$ cat config.mk
export PLATFORM = sky130hd
export DESIGN_NAME = ahbwp_port
export DESIGN_NICKNAME = d
export VERILOG_FILES = /design/src/ahbwp_pkg.sv /design/src/ahbwp_port.sv /design/src/ahbwp_store.sv
export SDC_FILE = /design/constraint.sdc
export NUM_CORES = 2
export LEC_CHECK = 0
export BUFFER_PORTS_ARGS = -buffer_cell sky130_fd_sc_hd__buf_2
export CORE_ASPECT_RATIO = 1.4
export CORE_MARGIN = 3
export CORE_UTILIZATION = 60
export CTS_CLUSTER_SIZE = 12
export DETAILED_ROUTE_END_ITERATION = 10
export PLACE_DENSITY_LB_ADDON = 0.1
export SLEW_MARGIN = 20
export SYNTH_ARGS = -nofsm -noshare
export SYNTH_HDL_FRONTEND = slang
export SYNTH_SLANG_ARGS = --single-unit
export TNS_END_PERCENT = 10
$ cat constraint.sdc
create_clock -name sys_clk_i -period 224.7 [get_ports sys_clk_i]
set_clock_uncertainty 0.15 [all_clocks]
set_input_delay 44.94 -clock sys_clk_i [delete_from_list [all_inputs] [get_ports sys_clk_i]]
set_output_delay 44.94 -clock sys_clk_i [all_outputs]
set_load 0.01 [all_outputs]
$ cat src/ahbwp_pkg.sv
// constants and types for the asynchronous host bus write port
// What this block does
// - separate-strobe: address latch strobe high passes the address through
// - separate-strobe: address captured and held on latch strobe falling edge
// - write strobe low enables data input toward the latched location
// - ready stays high after write strobe falls; host holds strobe low
// - ready driven low once write data can be safely accepted
// - byte on the data bus stored at write strobe rising edge
// - writes reach control registers and the three message/cell memories
// - data-strobe: latch pin is active-low, address captured on rising edge
// - data-strobe: read strobe pin is the active-low data strobe
// - data-strobe: ready pin acts as active-low transfer acknowledge
// - data-strobe: read/write select sampled at data strobe fall, high is read
// - all bus-type selects low picks separate-strobe mode
// - upper selects low, lowest high picks data-strobe mode
// - separate-strobe read drives data while read strobe low, else tri-state
package ahbwp_pkg;
  localparam int ADDR_W = 15;
  localparam int DATA_W = 8;
  localparam int TYPE_W = 3;
  localparam logic [2:0] BUS_TYPE_SEP = 3'h0;
  localparam logic [2:0] BUS_TYPE_DS = 3'h1;
  // internal access time before ready/acknowledge is given
  localparam int ACCESS_NS = 80;
  localparam int CLK_NS = 40;
  localparam int ACCESS_CYC = (ACCESS_NS + CLK_NS - 1) / CLK_NS;
  localparam int CNT_W = 4;
  // location map: four regions chosen by the top address bits
  localparam int REGION_LSB = 13;
  localparam logic [1:0] REGION_CTRL = 2'h0;
  localparam logic [1:0] REGION_TX_MSG = 2'h1;
  localparam logic [1:0] REGION_TX_CELL = 2'h2;
  localparam logic [1:0] REGION_RX_CELL = 2'h3;
  localparam logic [7:0] RESET_BYTE = 8'h00;
  typedef enum logic [2:0] {
    ST_IDLE,
    ST_ACCESS,
    ST_READY,
    ST_RELEASE
  } ahbwp_state_e;
endpackage

$ cat src/ahbwp_port.sv
// asynchronous host bus port: strobes, address latch, ready and storage
`timescale 1ns/1ps
module ahbwp_port #(
  parameter int IDX_W = 6,
  parameter int ACC_CYCLES = ahbwp_pkg::ACCESS_CYC
) (
  input wire logic sys_clk_i,
  input wire logic rst_i,
  input wire logic [ahbwp_pkg::TYPE_W-1:0] host_bus_type_sel_i,
  input wire logic [ahbwp_pkg::ADDR_W-1:0] addr_i,
  input wire logic chip_sel_n_i,
  input wire logic addr_latch_strobe_i,
  input wire logic read_or_data_strobe_n_i,
  input wire logic write_n_or_rw_sel_i,
  input wire logic [ahbwp_pkg::DATA_W-1:0] data_i,
  output logic [ahbwp_pkg::DATA_W-1:0] data_o,
  output logic data_oe_o,
  output logic xfer_ready_n_o,
  output logic ds_mode_o
);
  import ahbwp_pkg::*;

  // ----------------------------------------------------------------
  // pin synchronisers
  // ----------------------------------------------------------------
  logic [1:0] cs_n_sync_r;
  logic [1:0] ale_sync_r;
  logic [1:0] rd_sync_r;
  logic [1:0] wr_sync_r;
  logic [TYPE_W-1:0] type_s1_r;
  logic [TYPE_W-1:0] type_s2_r;
  logic [ADDR_W-1:0] addr_s1_r;
  logic [ADDR_W-1:0] addr_s2_r;
  logic [DATA_W-1:0] data_s1_r;
  logic [DATA_W-1:0] data_s2_r;

  // all host pins are asynchronous to sys_clk_i
  always_ff @(posedge sys_clk_i or posedge rst_i) begin
    if (rst_i) begin
      cs_n_sync_r <= 2'h3;
      ale_sync_r <= 2'h0;
      rd_sync_r <= 2'h3;
      wr_sync_r <= 2'h3;
      type_s1_r <= '0;
      type_s2_r <= '0;
      addr_s1_r <= '0;
      addr_s2_r <= '0;
      data_s1_r <= '0;
      data_s2_r <= '0;
    end else begin
      cs_n_sync_r <= {cs_n_sync_r[0], chip_sel_n_i};
      ale_sync_r <= {ale_sync_r[0], addr_latch_strobe_i};
      rd_sync_r <= {rd_sync_r[0], read_or_data_strobe_n_i};
      wr_sync_r <= {wr_sync_r[0], write_n_or_rw_sel_i};
      type_s1_r <= host_bus_type_sel_i;
      type_s2_r <= type_s1_r;
      addr_s1_r <= addr_i;
      addr_s2_r <= addr_s1_r;
      data_s1_r <= data_i;
      data_s2_r <= data_s1_r;
    end
  end

  // ----------------------------------------------------------------
  // mode select and delayed copies for edge detection
  // ----------------------------------------------------------------
  logic cs_q_r;
  logic ale_q_r;
  logic rd_q_r;
  logic wr_q_r;
  logic ds_mode_r;
  logic sep_mode_r;
  always_ff @(posedge sys_clk_i or posedge rst_i) begin
    if (rst_i) begin
      cs_q_r <= 1'b1;
      ale_q_r <= 1'b0;
      rd_q_r <= 1'b1;
      wr_q_r <= 1'b1;
      ds_mode_r <= 1'b0;
      sep_mode_r <= 1'b1;
    end else begin
      cs_q_r <= cs_n_sync_r[1];
      ale_q_r <= ale_sync_r[1];
      rd_q_r <= rd_sync_r[1];
      wr_q_r <= wr_sync_r[1];
      sep_mode_r <= (type_s2_r == BUS_TYPE_SEP);
      ds_mode_r <= (type_s2_r == BUS_TYPE_DS);
    end
  end

  wire cs_act = ~cs_n_sync_r[1];
  wire ale_s = ale_sync_r[1];
  wire rd_s = rd_sync_r[1];
  wire wr_s = wr_sync_r[1];
  // separate strobe: latch open while high, closes on fall
  wire sep_ale_open = sep_mode_r & ale_s;
  wire sep_ale_close = sep_mode_r & ale_q_r & ~ale_s;
  // data strobe: latch open while low, closes on rise
  wire ds_ale_open = ds_mode_r & ~ale_s;
  wire ds_ale_close = ds_mode_r & ~ale_q_r & ale_s;
  wire addr_open = cs_act & (sep_ale_open | ds_ale_open);
  wire addr_close = cs_act & (sep_ale_close | ds_ale_close);
  // the data strobe times every transfer in data-strobe mode
  wire ds_fall = ds_mode_r & cs_act & rd_q_r & ~rd_s;
  wire ds_rise = ds_mode_r & ~rd_q_r & rd_s;
  wire sep_wr_fall = sep_mode_r & cs_act & wr_q_r & ~wr_s;
  wire sep_wr_rise = sep_mode_r & ~wr_q_r & wr_s;
  wire sep_rd_fall = sep_mode_r & cs_act & rd_q_r & ~rd_s;
  wire sep_rd_rise = sep_mode_r & ~rd_q_r & rd_s;
  // high selects read, low selects write, taken at the strobe fall
  wire ds_is_read = wr_s;
  wire start_wr = sep_wr_fall | (ds_fall & ~ds_is_read);
  wire start_rd = sep_rd_fall | (ds_fall & ds_is_read);
  wire strobe_end = sep_wr_rise | sep_rd_rise | ds_rise;

  // ----------------------------------------------------------------
  // address latch
  // ----------------------------------------------------------------
  logic [ADDR_W-1:0] addr_lat_r;
  logic [ADDR_W-1:0] addr_lat_nxt;
  assign addr_lat_nxt = (addr_open | addr_close) ? addr_s2_r : addr_lat_r;
  always_ff @(posedge sys_clk_i or posedge rst_i) begin
    if (rst_i) begin
      addr_lat_r <= '0;
    end else begin
      addr_lat_r <= addr_lat_nxt;
    end
  end

  // ----------------------------------------------------------------
  // transfer sequencer
  // ----------------------------------------------------------------
  ahbwp_state_e state_r;
  ahbwp_state_e state_nxt;
  logic is_wr_r;
  logic is_wr_nxt;
  logic [CNT_W-1:0] cnt_r;
  logic [CNT_W-1:0] cnt_nxt;
  logic rdy_n_r;
  logic rdy_n_nxt;
  logic oe_r;
  logic oe_nxt;
  logic [DATA_W-1:0] wr_byte_r;
  logic commit_r;
  logic [DATA_W-1:0] rd_byte;

  always_comb begin
    state_nxt = state_r;
    cnt_nxt = cnt_r;
    rdy_n_nxt = rdy_n_r;
    case (state_r)
      ST_IDLE: begin
        rdy_n_nxt = 1'b1;
        if (start_wr | start_rd) begin
          state_nxt = ST_ACCESS;
          cnt_nxt = CNT_W'(ACC_CYCLES);
        end
      end
      ST_ACCESS: begin
        // not ready while the internal access runs
        rdy_n_nxt = 1'b1;
        if (strobe_end) begin
          state_nxt = ST_IDLE;
        end else if (cnt_r <= CNT_W'(1)) begin
          state_nxt = ST_READY;
          rdy_n_nxt = 1'b0;
        end else begin
          cnt_nxt = cnt_r - CNT_W'(1);
        end
      end
      ST_READY: begin
        if (strobe_end) begin
          state_nxt = ST_RELEASE;
          rdy_n_nxt = 1'b1;
        end
      end
      ST_RELEASE: begin
        rdy_n_nxt = 1'b1;
        state_nxt = ST_IDLE;
      end
      default: begin
        state_nxt = ST_IDLE;
        rdy_n_nxt = 1'b1;
      end
    endcase
  end

  // direction of the transfer about to start, not the last one, so a write
  // that follows a read never drives the bus for a cycle
  assign is_wr_nxt = (start_wr | start_rd) ? start_wr : is_wr_r;
  // read data drives only while the strobe is low and a read is open
  assign oe_nxt = ~is_wr_nxt & (state_nxt == ST_ACCESS || state_nxt == ST_READY);

  always_ff @(posedge sys_clk_i or posedge rst_i) begin
    if (rst_i) begin
      state_r <= ST_IDLE;
      cnt_r <= '0;
      rdy_n_r <= 1'b1;
      is_wr_r <= 1'b0;
      oe_r <= 1'b0;
    end else begin
      state_r <= state_nxt;
      cnt_r <= cnt_nxt;
      rdy_n_r <= rdy_n_nxt;
      oe_r <= oe_nxt;
      is_wr_r <= is_wr_nxt;
    end
  end

  // data is followed while the write strobe is low, stored at its rise
  always_ff @(posedge sys_clk_i or posedge rst_i) begin
    if (rst_i) begin
      wr_byte_r <= '0;
      commit_r <= 1'b0;
    end else begin
      if (is_wr_r && (state_r == ST_ACCESS || state_r == ST_READY)) begin
        wr_byte_r <= data_s2_r;
      end
      // a write cut short before ready is dropped
      commit_r <= is_wr_r & (state_r == ST_READY) & strobe_end;
    end
  end

  ahbwp_store #(
    .AW(IDX_W),
    .DEPTH(1 << IDX_W)
  ) u_store (
    .sys_clk_i(sys_clk_i),
    .rst_i(rst_i),
    .wr_en_i(commit_r),
    .wr_region_i(addr_lat_r[REGION_LSB +: 2]),
    .rd_region_i(addr_lat_r[REGION_LSB +: 2]),
    .wr_index_i(addr_lat_r[IDX_W-1:0]),
    .rd_index_i(addr_lat_r[IDX_W-1:0]),
    .wr_data_i(wr_byte_r),
    .rd_data_o(rd_byte)
  );

  always_ff @(posedge sys_clk_i or posedge rst_i) begin
    if (rst_i) begin
      data_o <= '0;
      data_oe_o <= 1'b0;
      xfer_ready_n_o <= 1'b1;
      ds_mode_o <= 1'b0;
    end else begin
      data_o <= rd_byte;
      data_oe_o <= oe_r;
      xfer_ready_n_o <= rdy_n_r;
      ds_mode_o <= ds_mode_r;
    end
  end
endmodule

$ cat src/ahbwp_store.sv
// byte storage for control registers and message/cell memories
`timescale 1ns/1ps
module ahbwp_store #(
  parameter int AW = 6,
  parameter int DEPTH = 64
) (
  input wire logic sys_clk_i,
  input wire logic rst_i,
  input wire logic wr_en_i,
  input wire logic [1:0] wr_region_i,
  input wire logic [1:0] rd_region_i,
  input wire logic [AW-1:0] wr_index_i,
  input wire logic [AW-1:0] rd_index_i,
  input wire logic [7:0] wr_data_i,
  output logic [7:0] rd_data_o
);
  import ahbwp_pkg::*;
  logic [7:0] mem_r [4][DEPTH];
  // every region takes byte writes alike
  always_ff @(posedge sys_clk_i or posedge rst_i) begin
    if (rst_i) begin
      for (int r = 0; r < 4; r++) begin
        for (int i = 0; i < DEPTH; i++) begin
          mem_r[r][i] <= RESET_BYTE;
        end
      end
    end else if (wr_en_i) begin
      mem_r[wr_region_i][wr_index_i] <= wr_data_i;
    end
  end
  always_ff @(posedge sys_clk_i or posedge rst_i) begin
    if (rst_i) begin
      rd_data_o <= RESET_BYTE;
    end else begin
      rd_data_o <= mem_r[rd_region_i][rd_index_i];
    end
  end
endmodule
==> qor.yml <==
netlist_top_cells_area: "dfrtp_1 (55%), mux2_2 (24%), mux2i_1 (11%), o22ai_1 (3.3%), clkbuf_1 (1.1%)"
rsz0062_at_grt: "false"
setup_viol: 0
cpMaxStageDelayCell: "buf_4"
arrival_ns: 49.83
crit_type: "in2async"
dpl_cell_area_um2: 98080
wl_per_cell_um: 28.36
htreeDepth: 4
synth_flop_cell: "dfrtp_1"
utilization_pct: 65.27
period_minus_slack_ns: 49.16
first_iter_violations: 3880
drc_errors: 0
fp-row-count: 173
crit_family: "buffers and inverters"
grt_pass1_vias: 60430
place_congestion: 0.8385
top_level_ports: 43
cts-root-buf: "clkbuf_16"
yosys.area.top_type: "dfrtp_1"
grt_overflow_total: 0
io_buffers: 35
synth_edf_count: 0
fill_cells: 12110
synth_area_per_cell_um2: 13.95
track_usage_pct: 30.82
path_buf_inv: 7
critPathMostFrequentCell: "buf_4"
firstDrtPassIters: 6
post_cts_buffers: 0
ys_warn_count: 0
die_w_um: 345.0
cts.sinks: 2145
clk_path_buf_depth: 3
vias: 57630
maxCapViolCount: 0
slew_headroom_pct: 20.79
tns_ns: 0
stdcell_area_um2: 104000
syn2layout_area_growth_pct: 7.743
async_reset_ff_share_pct: 100.0
max_stage_delay_ns: 0.81
tightest_slew_ns: 1.184
grt_pass1_wl_um: 384000
p_per_area_nw_per_um2: 8.068
cts_tree: "yes"
antenna_found_initial: 6
layoutNonFillerInstCount: 8965
die_y_um: 480.6
cp-start-kind: "input pin"
ctsResizeCount: 0
synth_top_area_share_pct: 55.33
drv_slew: 0
netlist_instances: 6921
start_util_pct: 60.58
path_clk_slew_ns: 0.06
grt_start_max_net_pins: 182
via_per_inst: 6.428
clock_latency_ns: 0.86
synth-seq-cells: 2145
placed_cells_incl_taps: 8657
yosysSeqAreaShare_pct: 55.63
hp-class: "reg2reg"
ys_types: 53
critical_path.endpoint_type: "async pin"
path_max_fanout: 181
outcome: "complete, no violations"
synthTopCellsByCount: "dfrtp_1 (2134), mux2_2 (2038), mux2i_1 (1024)"
dieArea_um2: 165800
postCtsHoldBufs: 0
wl_um: 254200
vdd_drop_max_uv: 19.68
finalHoldViolations: 0
dpl.hpwl_um: 158700
cp.required_ns: 225.37
nets: 6798
layout-drive-gt1-share_pct: 38.56
holdWs_ns: 0.1938
yosysMostFrequentCell: "dfrtp_1"
cts_buffers: 204
finalCritPeriodShare_pct: 21.88
synth_area_um2: 96510
core_area_um2: 159300
crit_chain: "buf_2 > inv_8 > buf_4 > buf_4 > buf_4 > buf_4 > buf_12"
p_leak_nw: 50.66
fmax_mhz: 20.34
syn_nets: 6955
antenna_left: 0
[through the flow]
stage / setup WS, ns / total power [mW]
2_1_floorplan: 119.03 / 0.4865
3_3_place_gp: 174.60 / 0.5264
3_5_place_dp: 174.41 / 0.5285
4_1_cts: 175.33 / 0.8437
5_1_grt: 174.87 / 0.8662
6_report: 175.54 / 0.8390
[cell type report]
| type | instances | area (um2) | share of cell area (%) |
|---|---|---|---|
| multi-input combinational | 4254 | 40590 | 39.03 |
| inverter | 8 | 37.54 | 0.03610 |
| tap | 2100 | 2628 | 2.527 |
| sequential | 2145 | 53720 | 51.66 |
| antenna | 5 | 12.51 | 0.01203 |
| clock inverter | 18 | 252.7 | 0.2431 |
| clock buffer | 284 | 5587 | 5.372 |
| timing repair buffer | 151 | 1160 | 1.115 |
[final timing paths]
kind / cells past startpoint / slack, ns / start / end
max: 7 / 175.54 / rst_i / u_store.mem_r[1093]
min: 0 / 0.19 / addr_s1_r[3] / addr_s2_r[3]
max reg2reg: 12 / 217.12 / addr_lat_r[13] / u_store.rd_data_o[1]
min reg2reg: 0 / 0.19 / addr_s1_r[3] / addr_s2_r[3]
max in group sys_clk_i: 1 / 178.15 / xfer_ready_n_o / xfer_ready_n_o
min in group asynchronous: 2 / 44.08 / rst_i / u_store.mem_r[1550]
[logic make-up (layout without fill, tap and decap cells)]
kind of cell / after synthesis / in the layout / synth area share (%)
mux: 3088 / 3088 / 34.70
flops: 2145 / 2145 / 55.63
buf+inv: 522 / 461 / 2.490
fa+ha+maj: 2 / 2 / 0.02592
simple gates: 567 / 567 / 3.327
other cells: 1 / 6 / 0.003885
compound gates: 596 / 596 / 3.822
[metal layers]
| layer | part of all wire [%] | up-vias | global-route usage [%] | routed length (um) |
|---|---|---|---|---|
| li1 | - | 24990 | - | - |
| met1 | 41 | 30780 | 40.19 | 105300 |
| met2 | 49 | 1378 | 50.91 | 124400 |
| met3 | 4.9 | 474 | 5.279 | 12400 |
| met4 | 4.8 | 2 | 13.35 | 12100 |
| met5 | 0.0043 | - | 0 | 11 |
[registers in the layout (all words and copies together) (netlist names), 2 cells and up]
register / cells
addr_s2_r: 8
data_o: 8
type_s2_r: 3
wr_byte_r: 8
u_store.mem_r: 2048
state_r: 3
addr_lat_r: 8
data_s1_r: 8
cnt_r: 4
u_store.rd_data_o: 8
data_s2_r: 8
type_s1_r: 3
ale_sync_r: 2
addr_s1_r: 8
rd_sync_r: 2
cs_n_sync_r: 2
wr_sync_r: 2
[worst reg2reg max path: stages (launching register included)]
cell and delay [ns]:
dfrtp_4 1.06, buf_12 0.56, buf_4 0.88, buf_4 0.83, buf_4 0.71, buf_4 0.94, mux2i_1 0.41, o22ai_1 0.13
nor4_1 0.56, nand2_1 0.35, a2111oi_0 0.52, buf_4 0.24, nand2_1 0.11
[cell usage in the layout (no fill, tap or decap), drive strengths merged, types with 4 or more instances in the layout]
master   Yosys  routed
diode        0       5
nand2      172     172
nand4b       4       4
a2111oi      8       8
nor3b        5       5
clkinv       0       7
nor3         5       5
mux2i     1024    1024
inv          8      17
nand4bb      6       6
nand2b       5       5
o21ai        6       6
and3         4       4
dfrtp     2134    2134
and2         6       6
or3b         4       4
a21oi       60      60
clkbuf     275     284
nor4       138     138
buf        239     151
or4b         4       4
dfstp       11      11
mux2      2064    2064
nor2       190     190
nand3        4       4
o22ai      513     513
[report_power, final]
group          switching, mW  leakage, nW  internal (mW)
Combinational         0.0944         18.0         0.0304
Sequential           0.00981         29.8          0.388
Clock                  0.143         2.84          0.173
Note: power is estimated with default switching activity, not from simulation.
